`src/inc/hsc_pkg.sv`:
```
// Shared constants and carrier types for the hardened SPI controller.
// Assumes one 50 MHz system clock and an active-low asynchronous reset.
package hsc_pkg;

	// --------------------------------------------------------------
	// Widths and clock figures
	// --------------------------------------------------------------
	localparam int          DATA_W       = 8;
	localparam int          FIFO_DEPTH   = 8;
	localparam int          CS_COUNT     = 4;
	localparam int          FLAG_COUNT   = 4;
	localparam int unsigned SYS_CLK_MHZ  = 50;
	localparam int unsigned SYS_CLK_HZ   = SYS_CLK_MHZ * 1000000;
	// Default serial clock rate when software leaves the divider at zero
	localparam int unsigned SCK_RATE_HZ  = 1000000;
	// System clock over desired rate, rounded to nearest
	localparam int unsigned SCK_DIV_INT  = (SYS_CLK_HZ + SCK_RATE_HZ / 2) / SCK_RATE_HZ;
	localparam logic [7:0]  SCK_DIV_DFLT = SCK_DIV_INT[7:0];

	// --------------------------------------------------------------
	// Flag positions and reset values
	// --------------------------------------------------------------
	localparam int          FLG_TX_READY = 0;
	localparam int          FLG_MODE_FLT = 1;
	localparam int          FLG_RX_READY = 2;
	localparam int          FLG_RX_OVRUN = 3;
	localparam logic [3:0]  FLAGS_RST    = 4'h0;
	localparam logic [3:0]  CS_IDLE      = 4'hf;
	localparam logic [7:0]  BYTE_ZERO    = 8'h00;
	localparam logic [3:0]  LAST_EDGE    = 4'hf;
	localparam logic [2:0]  LAST_BIT     = 3'h7;

	// --------------------------------------------------------------
	// Carrier types
	// --------------------------------------------------------------
	typedef struct packed {
		logic       master_select_bit;
		logic       low_bit_first_select;
		logic       cpol;
		logic       cpha;
		logic       slave_handshake_enable;
		logic       wakeup_enable_bit;
		logic [3:0] chip_select_reg;
		logic [7:0] clk_div;
		logic [3:0] interrupt_enable_reg;
	} hsc_cfg_t;

	typedef struct packed {
		logic tx_empty_status;
		logic mode_fault_status;
		logic rx_full_status;
		logic rx_overrun_status;
	} hsc_status_t;

endpackage

```
`src/rtl/hsc_fifo.sv`:
```
// Flop-based FIFO with valid/ready on both sides.
// Assumes one clock; in_ready and out_valid are registered.
`timescale 1ns/1ps
module hsc_fifo #(
	parameter int WIDTH = 8,
	parameter int DEPTH = 8
) (
	// Clock and reset
	input  wire logic             sys_clk,
	input  wire logic             rst_b,
	input  wire logic             flush,
	// Fill side
	input  wire logic             in_valid,
	input  wire logic [WIDTH-1:0] in_data,
	output logic                  in_ready,
	// Drain side
	output logic                  out_valid,
	output logic      [WIDTH-1:0] out_data,
	input  wire logic             out_ready
);
	localparam int PW = $clog2(DEPTH);
	localparam int CW = $clog2(DEPTH + 1);
	localparam logic [CW-1:0] FULL_CNT = CW'(DEPTH);
	localparam logic [PW-1:0] LAST_PTR = PW'(DEPTH - 1);

	logic [WIDTH-1:0] mem_r [DEPTH];
	logic [PW-1:0]    wr_ptr_r;
	logic [PW-1:0]    rd_ptr_r;
	logic [CW-1:0]    count_r;
	logic [CW-1:0]    count_nxt;
	wire              push = in_valid && in_ready;
	wire              pop  = out_valid && out_ready;

	assign out_data  = mem_r[rd_ptr_r];
	assign count_nxt = flush ? '0 : count_r + CW'(push) - CW'(pop);

	always_ff @(posedge sys_clk or negedge rst_b) begin
		if (!rst_b) begin
			wr_ptr_r  <= '0;
			rd_ptr_r  <= '0;
			count_r   <= '0;
			in_ready  <= 1'b0;
			out_valid <= 1'b0;
		end else begin
			count_r   <= count_nxt;
			in_ready  <= count_nxt != FULL_CNT;
			out_valid <= count_nxt != '0;
			if (flush) begin
				wr_ptr_r <= '0;
				rd_ptr_r <= '0;
			end else begin
				if (push)
					wr_ptr_r <= (wr_ptr_r == LAST_PTR) ? '0 : wr_ptr_r + 1'b1;
				if (pop)
					rd_ptr_r <= (rd_ptr_r == LAST_PTR) ? '0 : rd_ptr_r + 1'b1;
			end
		end
	end

	always_ff @(posedge sys_clk) begin
		if (push)
			mem_r[wr_ptr_r] <= in_data;
	end

endmodule

```
`src/rtl/hsc_spi_ctrl.sv`:
```
// One hardened SPI controller instance, master or slave, with flags.
// Assumes serial pins are synchronous to sys_clk; pads resolve enables.
`timescale 1ns/1ps
module hsc_spi_ctrl (
	// Clock and reset
	input  wire logic                sys_clk,
	input  wire logic                rst_b,
	// Control and configuration
	input  wire logic                core_enable,
	input  wire hsc_pkg::hsc_cfg_t   cfg,
	input  wire logic          [3:0] irq_clear,
	input  wire logic                rx_take,
	// Transmit stream
	input  wire logic                tx_valid,
	input  wire logic          [7:0] tx_data,
	output logic                     tx_ready,
	// Receive data and status
	output logic               [7:0] receive_data_reg,
	output hsc_pkg::hsc_status_t     status,
	output logic               [3:0] interrupt_flag_reg,
	output logic                     wakeup_out,
	// Serial pins
	input  wire logic                sclk_in,
	output logic                     sclk_out,
	output logic                     sclk_oe_b,
	input  wire logic                mosi_in,
	output logic                     mosi_out,
	output logic                     mosi_oe_b,
	input  wire logic                miso_in,
	output logic                     miso_out,
	output logic                     miso_oe_b,
	input  wire logic                slave_chip_select_in,
	output logic               [3:0] master_chip_select_out
);
	typedef enum logic [1:0] {ST_IDLE, ST_XFER, ST_END} hsc_mst_state_t;

	// ------------------------------------------------------------------
	// State
	// ------------------------------------------------------------------
	hsc_mst_state_t st_r, st_nxt;
	logic       mst_r;
	logic [7:0] div_cnt_r;
	logic [3:0] edge_cnt_r;
	logic [2:0] bit_cnt_r;
	logic       first_r;
	logic       loaded_r;
	logic [7:0] tx_sh_r, tx_sh_nxt;
	logic [7:0] rx_sh_r;
	logic       rx_full_r;
	logic [3:0] flags_r;
	logic [3:0] flags_nxt;
	logic       sclk_q_r;
	logic       cs_q_r;
	logic       sclk_r;

	// ------------------------------------------------------------------
	// Transmit FIFO
	// ------------------------------------------------------------------
	logic       f_valid;
	logic [7:0] f_data;
	wire        f_pop;

	hsc_fifo #(
		.WIDTH (hsc_pkg::DATA_W),
		.DEPTH (hsc_pkg::FIFO_DEPTH)
	) u_tx_fifo (
		.sys_clk   (sys_clk),
		.rst_b     (rst_b),
		.flush     (!core_enable),
		.in_valid  (tx_valid),
		.in_data   (tx_data),
		.in_ready  (tx_ready),
		.out_valid (f_valid),
		.out_data  (f_data),
		.out_ready (f_pop)
	);

	// ------------------------------------------------------------------
	// Divider and edge decode
	// ------------------------------------------------------------------
	wire [7:0] div_w    = (cfg.clk_div == hsc_pkg::BYTE_ZERO) ? hsc_pkg::SCK_DIV_DFLT
	                                                           : cfg.clk_div;
	wire [7:0] half_w   = (div_w < 8'h02) ? 8'h01 : {1'b0, div_w[7:1]};
	wire       running  = st_r != ST_IDLE;
	wire       tick     = running && (div_cnt_r == half_w - 8'h01);
	wire       fault    = mst_r && !slave_chip_select_in;
	wire       slv_sel  = !mst_r && !slave_chip_select_in;
	wire       cs_fall  = !mst_r && cs_q_r && !slave_chip_select_in;
	// Leading edge leaves the idle level set by the inversion bit
	wire       s_lead   = slv_sel && (sclk_q_r == cfg.cpol) && (sclk_in != cfg.cpol);
	wire       s_trail  = slv_sel && (sclk_q_r != cfg.cpol) && (sclk_in == cfg.cpol);
	wire       m_edge   = tick && st_r == ST_XFER;
	wire       m_lead   = m_edge && !edge_cnt_r[0];
	wire       m_trail  = m_edge && edge_cnt_r[0];
	// Handshake holds the slave off edges until data is loaded
	wire       hs_hold  = !mst_r && cfg.slave_handshake_enable && !loaded_r;
	wire       lead     = mst_r ? m_lead : (s_lead && !hs_hold);
	wire       trail    = mst_r ? m_trail : (s_trail && !hs_hold);
	wire       samp_ev  = cfg.cpha ? trail : lead;
	wire       launch   = cfg.cpha ? lead : trail;
	wire       din      = mst_r ? miso_in : mosi_in;
	wire       byte_done = samp_ev && bit_cnt_r == hsc_pkg::LAST_BIT;
	wire [7:0] rx_next  = cfg.low_bit_first_select ? {din, rx_sh_r[7:1]}
	                                               : {rx_sh_r[6:0], din};
	wire       dout     = cfg.low_bit_first_select ? tx_sh_r[0] : tx_sh_r[7];

	// ------------------------------------------------------------------
	// Byte loading
	// ------------------------------------------------------------------
	wire m_load = mst_r && f_valid && !fault &&
	              ((st_r == ST_IDLE) || (st_r == ST_END && tick));
	// Handshake reloads only while selected
	wire s_load_pt = !mst_r && (cs_fall || (byte_done && slv_sel) || (hs_hold && slv_sel));
	wire load     = m_load || s_load_pt;
	assign f_pop  = load && f_valid;

	always_comb begin
		tx_sh_nxt = tx_sh_r;
		if (load)
			tx_sh_nxt = f_valid ? f_data : hsc_pkg::BYTE_ZERO;
		else if (launch && !first_r)
			tx_sh_nxt = cfg.low_bit_first_select ? {1'b0, tx_sh_r[7:1]}
			                                     : {tx_sh_r[6:0], 1'b0};
	end

	// ------------------------------------------------------------------
	// Master sequencer
	// ------------------------------------------------------------------
	always_comb begin
		st_nxt = st_r;
		unique case (st_r)
			ST_IDLE: if (m_load) st_nxt = ST_XFER;
			ST_XFER: if (tick && edge_cnt_r == hsc_pkg::LAST_EDGE) st_nxt = ST_END;
			ST_END:  if (tick) st_nxt = f_valid ? ST_XFER : ST_IDLE;
		endcase
		if (fault || !mst_r)
			st_nxt = ST_IDLE;
	end

	// ------------------------------------------------------------------
	// Flags: set wins over write-one clear
	// ------------------------------------------------------------------
	always_comb begin
		flags_nxt = flags_r & ~irq_clear;
		if (!f_valid)
			flags_nxt[hsc_pkg::FLG_TX_READY] = 1'b1;
		if (fault)
			flags_nxt[hsc_pkg::FLG_MODE_FLT] = 1'b1;
		if (byte_done)
			flags_nxt[hsc_pkg::FLG_RX_READY] = 1'b1;
		if (byte_done && rx_full_r)
			flags_nxt[hsc_pkg::FLG_RX_OVRUN] = 1'b1;
	end

	// Disabled instance shows no flags except status.tx_empty_status, taken from the flushed FIFO
	wire [3:0] flags_vis   = core_enable ? flags_nxt : hsc_pkg::FLAGS_RST;
	wire       rx_full_nxt = byte_done || (rx_full_r && !rx_take);
	wire       rx_full_vis = core_enable && rx_full_nxt;

	// ------------------------------------------------------------------
	// Registers; a low enable holds the instance idle
	// ------------------------------------------------------------------
	always_ff @(posedge sys_clk or negedge rst_b) begin
		if (!rst_b) begin
			st_r       <= ST_IDLE;
			mst_r      <= 1'b0;
			div_cnt_r  <= 8'h00;
			edge_cnt_r <= 4'h0;
			bit_cnt_r  <= 3'h0;
			first_r    <= 1'b0;
			loaded_r   <= 1'b0;
			tx_sh_r    <= hsc_pkg::BYTE_ZERO;
			rx_sh_r    <= hsc_pkg::BYTE_ZERO;
			rx_full_r  <= 1'b0;
			flags_r    <= hsc_pkg::FLAGS_RST;
			sclk_q_r   <= 1'b0;
			cs_q_r     <= 1'b1;
		end else if (!core_enable) begin
			st_r      <= ST_IDLE;
			mst_r     <= 1'b0;
			loaded_r  <= 1'b0;
			rx_full_r <= 1'b0;
			flags_r   <= hsc_pkg::FLAGS_RST;
			cs_q_r    <= 1'b1;
		end else begin
			st_r       <= st_nxt;
			mst_r      <= cfg.master_select_bit;
			div_cnt_r  <= (tick || !running) ? 8'h00 : div_cnt_r + 8'h01;
			edge_cnt_r <= m_load ? 4'h0 : (m_edge ? edge_cnt_r + 4'h1 : edge_cnt_r);
			bit_cnt_r  <= (cs_fall || m_load) ? 3'h0 : (samp_ev ? bit_cnt_r + 3'h1 : bit_cnt_r);
			first_r    <= load ? 1'b1 : ((lead || trail) ? 1'b0 : first_r);
			loaded_r   <= load ? f_valid : (slave_chip_select_in ? 1'b0 : loaded_r);
			tx_sh_r    <= tx_sh_nxt;
			rx_sh_r    <= samp_ev ? rx_next : rx_sh_r;
			rx_full_r  <= rx_full_nxt;
			flags_r    <= flags_nxt;
			sclk_q_r   <= sclk_in;
			cs_q_r     <= slave_chip_select_in;
		end
	end

	// ------------------------------------------------------------------
	// Registered outputs
	// ------------------------------------------------------------------
	always_ff @(posedge sys_clk or negedge rst_b) begin
		if (!rst_b) begin
			sclk_r                 <= 1'b0;
			receive_data_reg       <= hsc_pkg::BYTE_ZERO;
			status                 <= '0;
			interrupt_flag_reg     <= hsc_pkg::FLAGS_RST;
			wakeup_out             <= 1'b0;
			sclk_oe_b              <= 1'b1;
			mosi_out               <= 1'b0;
			mosi_oe_b              <= 1'b1;
			miso_out               <= 1'b0;
			miso_oe_b              <= 1'b1;
			master_chip_select_out <= hsc_pkg::CS_IDLE;
		end else begin
			sclk_r             <= running ? (m_edge ? !sclk_r : sclk_r) : cfg.cpol;
			receive_data_reg   <= byte_done ? rx_next : receive_data_reg;
			status             <= {!f_valid, flags_vis[hsc_pkg::FLG_MODE_FLT],
			                       rx_full_vis, flags_vis[hsc_pkg::FLG_RX_OVRUN]};
			interrupt_flag_reg <= flags_vis & cfg.interrupt_enable_reg;
			wakeup_out         <= cfg.wakeup_enable_bit && cs_fall && core_enable;
			sclk_oe_b          <= !(mst_r && core_enable);
			mosi_out           <= dout;
			mosi_oe_b          <= !(mst_r && running);
			miso_out           <= hs_hold ? 1'b1 : dout;
			miso_oe_b          <= !(slv_sel && core_enable);
			master_chip_select_out <= (running && st_nxt != ST_IDLE)
			                          ? ~cfg.chip_select_reg : hsc_pkg::CS_IDLE;
		end
	end
	assign sclk_out = sclk_r;
endmodule

```
`config.mk`:
```
export PLATFORM = sky130hd
export DESIGN_NAME = hsc_spi_ctrl
export DESIGN_NICKNAME = d
export VERILOG_FILES = /design/src/inc/hsc_pkg.sv /design/src/rtl/hsc_fifo.sv /design/src/rtl/hsc_spi_ctrl.sv
export SDC_FILE = /design/constraint.sdc
export NUM_CORES = 1
export LEC_CHECK = 0
export BUFFER_PORTS_ARGS = -buffer_cell sky130_fd_sc_hd__buf_2
export CORE_MARGIN = 10
export CORE_UTILIZATION = 50
export CTS_BUF_LIST = sky130_fd_sc_hd__clkbuf_4 sky130_fd_sc_hd__clkbuf_8
export CTS_CLUSTER_DIAMETER = 30
export DETAILED_ROUTE_END_ITERATION = 16
export PLACE_DENSITY = 0.69
export SLEW_MARGIN = 10
export SYNTH_ARGS = -nofsm -noshare
export SYNTH_HDL_FRONTEND = slang
export SYNTH_SLANG_ARGS = --single-unit
```
`constraint.sdc`:
```
create_clock -name sys_clk -period 5.6 [get_ports sys_clk]
set_clock_uncertainty 0.1 [all_clocks]
set_input_delay 0.28 -clock sys_clk [delete_from_list [all_inputs] [get_ports sys_clk]]
set_output_delay 0.28 -clock sys_clk [all_outputs]
set_load 0.02 [all_outputs]
```
==> results of run 1 <==
==> logic make-up (layout without fill, tap and decap cells) <==
family / after synthesis / in the layout / synth area share
flip-flops: 143 / 143 / 0.5722
XOR/XNOR: 12 / 12 / 0.01538
AO/OA/AOI/OAI: 93 / 93 / 0.1073
adder cells (fa/ha/maj): 17 / 17 / 0.03223
multiplexers: 63 / 63 / 0.1267
buffers and inverters: 53 / 158 / 0.03278
AND/OR/NAND/NOR: 136 / 136 / 0.1134
==> per-stage QoR <==
stage / hold WS (ns) / std cells / area (um2)
final: 0.03354 / 798 / 7968
after global routing: 0.01932 / 798 / 7968
after CTS: 0.006794 / 798 / 7968
after detailed placement: 0.3488 / 745 / 7345
after global placement: 0.3456 / 745 / 7345
after floorplan: -0.1156 / 517 / 6832
==> where the power goes <==
| part | total (uW) | switching (uW) | internal, uW |
|---|---|---|---|
| clock | 851 | 433 | 418 |
| sequential | 1310 | 95.0 | 1210 |
| combinational | 533 | 268 | 265 |
| total | 2690 | 796 | 1900 |
==> timing repair <==
item                                   CTS  global route
endpoints found under the hold margin  141             0
setup endpoints to repair                0             0
hold buffers                            21             0
==> routing by layer <==
metal  up-vias  GRT usage  wire length, um
li1       2125          -                -
met1      2170     0.1991             6041
met2       106     0.2552             6793
met3        18    0.04069              939
met4         0    0.06206              166
met5         -          0                0
==> layout make-up <==
cell class                 count  area, um2
clock buffer                  18      241.5
clock inverter                14      171.4
fill                        1034       5328
inverter                      29      108.9
multi-input combinational    321       2709
sequential                   143       3909
tap                          176      220.2
timing repair buffer          97      608.1
==> final timing paths <==
check                                startpoint                    to  slack [ns]  cells after the start
min reg2reg                              cs_q_r            wakeup_out        0.40                      2
max reg2reg                        div_cnt_r[6]    u_tx_fifo.in_ready        1.60                     15
max in group asynchronous                 rst_b  u_tx_fifo.count_r[1]        4.35                      2
min in group asynchronous                 rst_b                 mst_r        0.42                      2
min                        slave_chip_select_in                cs_q_r        0.03                      2
max                                      cfg[8]    u_tx_fifo.in_ready        1.13                     19
==> synth_stat cells (7+ instances only) <==
| cell | number | area (um2) |
|---|---|---|
| mux2i_1 | 19 | 190.2 |
| inv_1 | 28 | 105.1 |
| nor2_1 | 26 | 97.59 |
| o21ai_0 | 18 | 90.09 |
| nand2b_1 | 10 | 62.56 |
| edfxtp_1 | 64 | 1922 |
| o221ai_2 | 8 | 120.1 |
| nand3_1 | 8 | 40.04 |
| mux4_2 | 16 | 360.4 |
| and3_1 | 7 | 43.79 |
| mux2_2 | 28 | 315.3 |
| nor3b_1 | 7 | 52.55 |
| ha_1 | 16 | 200.2 |
| and2_1 | 7 | 43.79 |
| clkbuf_1 | 14 | 52.55 |
| dfstp_2 | 8 | 210.2 |
| nor3_1 | 12 | 60.06 |
| dfrtp_1 | 71 | 1777 |
| a21oi_1 | 18 | 90.09 |
| nand2_1 | 29 | 108.9 |
==> metrics, run 1 <==
Max stage delay cell, worst path o32ai_4; Seq/Total Area, Yosys 0.5722; maximum vdd drop 0.1881 mV; Mapped Nets 577; crit-path max FO 13; Mapped Cells 517; Largest delay share family, worst path compound AO/OA/AOI/OAI gates; Slew @ Worst Pin 1.098 ns; final hold viol count 0; Top Ports 71; Avg Inst Size Synth 13.21 um2; Largest register FFs 64; hold crit path type in2reg; initial core utilization 0.5138; Setup-failing EPs final 0; main flop type after synthesis dfrtp_1; DR vias/cell 5.538; vias in the first global route 4,580; number of library cell types mapped by synthesis 67; P_leak 0.003214 uW; Post-synth EDFFs 64; PortBufs 70; pre-CTS setup slack 0.6590 ns; Setup Crit Path Kind in2reg; Mapped Area 0.006832 mm2; Critical Path AT 4.70 ns; CTS Buffer Depth 2; Tmin final 4.473 ns; share of layout cells above drive strength 1 0.2926; DR vias 4,419; Row Count 42; final core occ 0.5993; commonest non-fill, non-tap cell in the layout dfrtp_1; Sink Count 143; critical path launch point type input port; WL per Instance 17.47 um; core area 0.01330 mm2; total power 2691 uW; worst path cell trace buf_2, nor4_4, a21oi_1, ha_1, nor3b_2, or3b_1, xor2_1, o32ai_4, a31oi_1, o31ai_1, buf_4, o21a_1, ha_1, inv_1, ha_1, fa_1, and2_1, nor3_1, nand2_1; CP peak stage delay 0.47 ns; global-route wire length before repair 23.30 mm; most frequent cells in the layout dfrtp_1, buf_2, edfxtp_1; maxcap violations 0; Layout Area Growth over Synthesis 16.63%; RSZ-0062 raised after global routing no; Top reg by flops u_tx_fifo.mem_r; gr ovfl total 0; CTS tree built; Worst Slack Setup Final 1.127 ns; antenna violations before repair 0; post_cts resized 0; largest net degree at the start of global routing 80; Pre-antenna DRT Iters 4; ANT cells 0; fin crit share 0.7987; crit-path most repeated cell ha_1; DRT iter0 DRCs 284; DRT Wirelength 13.94 mm; Critical Path RT 5.83 ns; CTS Buf Count 17; post-DP HPWL 9.754 mm; status completed; Post-CTS Setup Inserts 0; Post-synth ARST share 0.5524; full die area 0.01874 mm2; Die H 136.9 um; Max transition margin 0.2679; root cell of the clock tree clkbuf_8; Pwr Density 337.8 mW/mm2; CP Capture Type flop; die width 136.9 um; # DRC 0; WP buf/inv 3; H-tree levels 4; Syn. warnings 0; Fin Setup TNS 0 ns; clock-pin slew on the worst setup and hold paths 0.08 ns; synthesized flop and latch total 143; Skew-Pair Late Insertion Delay 0.45 ns; Max Freq 223.6 MHz; total track usage 0.1578; routability cong. 0.8462; Antenna Violating Nets Remaining 0; Total Nets Final 669; max-slew violation count 0
No activity file was read; power rests on OpenSTA's default activity.
==> run 2, diff against run 1 <==
--- a/config.mk
+++ b/config.mk
@@ -5,6 +5,7 @@
 export SDC_FILE = /design/constraint.sdc
 export NUM_CORES = 1
 export LEC_CHECK = 0
+export ABC_AREA = 1
 export BUFFER_PORTS_ARGS = -buffer_cell sky130_fd_sc_hd__buf_2
 export CORE_MARGIN = 10
 export CORE_UTILIZATION = 50
==> constraint.sdc (replaced) <==
create_clock -name sys_clk -period 4.6 [get_ports sys_clk]
set_clock_uncertainty 0.1 [all_clocks]
set_input_delay 0.23 -clock sys_clk [delete_from_list [all_inputs] [get_ports sys_clk]]
set_output_delay 0.23 -clock sys_clk [all_outputs]
set_load 0.02 [all_outputs]
==> run 2 against run 1 <==
  * Global-route usage increased by 0.49 points
  * Critical path depth increased by 12
  * Cell area decreased by 0.50%
  * Sequential cell count unchanged
  * Power increased by 20%
  * Register-to-register slack got worse by 0.60 ns
==> metrics, run 2 <==
status completed; main flop type after synthesis dfrtp_1; DR vias 5,071 (+15%); most frequent cells in the layout nand2_1, dfrtp_1, buf_2; fin crit share 0.8688; ANT cells 0 (unchanged); Antenna Violating Nets Remaining 0 (unchanged); most common cell in the netlist nand2_1; maximum vdd drop 0.2500 mV (+33%); Skew-Pair Late Insertion Delay 0.46 ns (about the same); Total Nets Final 866 (+29%); Pre-antenna DRT Iters 6 (+2); Mapped Nets 773 (+34%); global-route wire length before repair 24.00 mm (+3.0%); Worst Hold End miso_out; Setup Crit Path Kind in2reg; Top Ports 71 (unchanged); DR vias/cell 5.096 (-8.0%); final hold viol count 0 (unchanged); DRT Wirelength 14.26 mm (+2.3%); commonest non-fill, non-tap cell in the layout nand2_1; Row Count 42 (unchanged); critical path launch point type input port; synth cell count leaders nand2_1, dfrtp_1, edfxtp_1, inv_1, nor2_1; Reg2Reg Depth 23 (+8); share of the synthesized area in the top cell type 0.2837 (+0.002338); H-tree levels 4 (unchanged); share of layout cells above drive strength 1 0.1746 (-0.1180); WL per Instance 14.33 um (-18%); core area 0.01324 mm2 (-0.40%); multi-input logic area 0.002487 mm2 (-8.2%); crit-path most repeated cell inv_1; Slew @ Worst Pin 1.086 ns (-0.01220 ns); reg2reg start div_cnt_r[2]; Syn. warnings 0 (unchanged); total power 3235 uW (+20%); Fin Setup TNS 0 ns (unchanged); crit-path max FO 10 (-3); Mapped Area 0.006775 mm2 (-0.82%); Tmin final 3.996 ns; gr ovfl total 0 (unchanged); Max Freq 250.2 MHz; CTS Buf Count 17 (unchanged); routability cong. 0.8844 (+4.5%); reg2reg setup slack 1.00 ns (-0.60 ns); Setup-failing EPs final 0 (unchanged); Yosys top cell by area edfxtp_1; cell count of the worst hold path 3 (+1); Layout fillers 1,101 (+6.5%); Avg Inst Size Synth 9.502 um2 (-28%); CP peak stage delay 0.42 ns (-0.05 ns); antenna violations before repair 0 (unchanged); total cell area at the placement stage 0.007247 mm2 (-1.3%); Critical Path AT 4.23 ns (-0.47 ns); total track usage 0.1627 (+0.004864); # DRC 0 (unchanged); Critical Path RT 4.84 ns (-0.99 ns); CTS tree built; PortBufs 70 (unchanged); CP Capture Type flop; Reg area 0.003909 mm2 (unchanged); Crit Reg-Reg Endpoint u_tx_fifo.out_valid; full die area 0.01861 mm2 (-0.71%); maxcap violations 0 (unchanged); RSZ-0062 raised after global routing no; Seq/Total Area, Yosys 0.5769 (+0.004755); number of library cell types mapped by synthesis 45 (-33%); largest net degree at the start of global routing 80 (unchanged); CTS Buffer Depth 2 (unchanged); Largest register FFs 64 (unchanged); DRT iter0 DRCs 445 (+57%); Mapped Cells 713 (+38%); clock-pin slew on the worst setup and hold paths 0.08 ns (about the same); die width 136.4 um (-0.35%); hold crit path type in2reg; Layout Area Growth over Synthesis 17.01%; root cell of the clock tree clkbuf_8; Die H 136.4 um (-0.35%); Post-synth ARST share 0.5524 (unchanged); post_cts resized 0 (unchanged); Max transition margin 0.2760 (+0.008135); top cells by area, synth edfxtp_1, dfrtp_1, nand2_1; synthesized flop and latch total 143 (unchanged); max-slew violation count 0 (unchanged); worst hold start cfg[17]; post-DP HPWL 9.547 mm (-2.1%); Top reg by flops u_tx_fifo.mem_r; Finished Cell Area 0.007928 mm2 (-0.50%); Max stage delay cell, worst path fa_1; Post-synth EDFFs 64 (unchanged); Pwr Density 408.0 mW/mm2 (+21%); P_leak 0.003597 uW (+12%); vias in the first global route 5,016 (+9.5%); initial core utilization 0.5116 (-0.002213); Sink Count 143 (unchanged)
-- run 2: worst max-delay path: cells and delay by family --
| kind | cells | cell delay [ns] |
|---|---|---|
| AND/OR/NAND/NOR | 18 | 1.99 |
| AO/OA/AOI/OAI | 3 | 0.52 |
| buffers and inverters | 6 | 0.46 |
| adder cells (fa/ha/maj) | 4 | 1.02 |
-- run 2: kinds of logic (layout without fill, tap and decap cells) --
group,count (synthesis),after routing,synth area share
AND/OR/NAND/NOR,344,344,0.2225
flip-flops,143,143,0.5769
multiplexers,11,11,0.01662
adder cells (fa/ha/maj),17,17,0.03250
XOR/XNOR,10,10,0.01293
AO/OA/AOI/OAI,95,95,0.08255
buffers and inverters,93,199,0.05596
-- run 2: repair_timing --
| item | 4_1_cts | 5_1_grt |
|---|---|---|
| endpoints found under the hold margin | 153 | 0 |
| setup buffers | 0 | 0 |
| hold buffers | 27 | 0 |
-- run 2: per-stage QoR --
step	hold slack, ns	setup WS, ns	utilization	std cells
4_1_cts	0.001315	0.6247	0.5986	995
3_3_place_gp	0.2609	0.3217	0.5472	936
2_1_floorplan	-0.1656	0.6700	-	713
3_5_place_dp	0.2607	0.1255	0.5472	936
5_1_grt	0.04665	0.07859	0.5986	995
6_report	0.02244	0.6036	0.5986	995
-- run 2: final cells by class --
class,count,area share
sequential,143,0.4931
clock buffer,18,0.03046
multi-input combinational,477,0.3138
timing repair buffer,101,0.08239
clock inverter,14,0.02131
inverter,66,0.03125
tap,176,0.02778
-- run 2: per-layer routing --
layer | GRT usage | wire length (um) | vias to the layer above
met5 | 0 | 0 | -
met4 | 0.07692 | 278 | 0
met3 | 0.04576 | 869 | 31
met2 | 0.2624 | 6731 | 136
met1 | 0.1977 | 6384 | 2336
li1 | - | - | 2568
-- run 2: worst max-delay path by stage --
stage | from | endpoint | cells past startpoint | slack, ns
2_1_floorplan | cfg[8] | u_tx_fifo.out_valid | 28 | 0.67
3_3_place_gp | cfg[8] | u_tx_fifo.out_valid | 31 | 0.32
3_5_place_dp | cfg[8] | u_tx_fifo.out_valid | 31 | 0.13
4_1_cts | cfg[8] | u_tx_fifo.out_valid | 31 | 0.62
5_1_grt | cfg[8] | u_tx_fifo.out_valid | 31 | 0.08
6_report | cfg[8] | u_tx_fifo.out_valid | 31 | 0.60
-- run 2: power by group --
group / total, uW / switching, uW / leakage [uW] / internal (uW)
logic: 662 / 416 / 0.00180 / 246
registers: 1560 / 88.4 / 0.00161 / 1470
clock network: 1010 / 471 / 0.000194 / 539
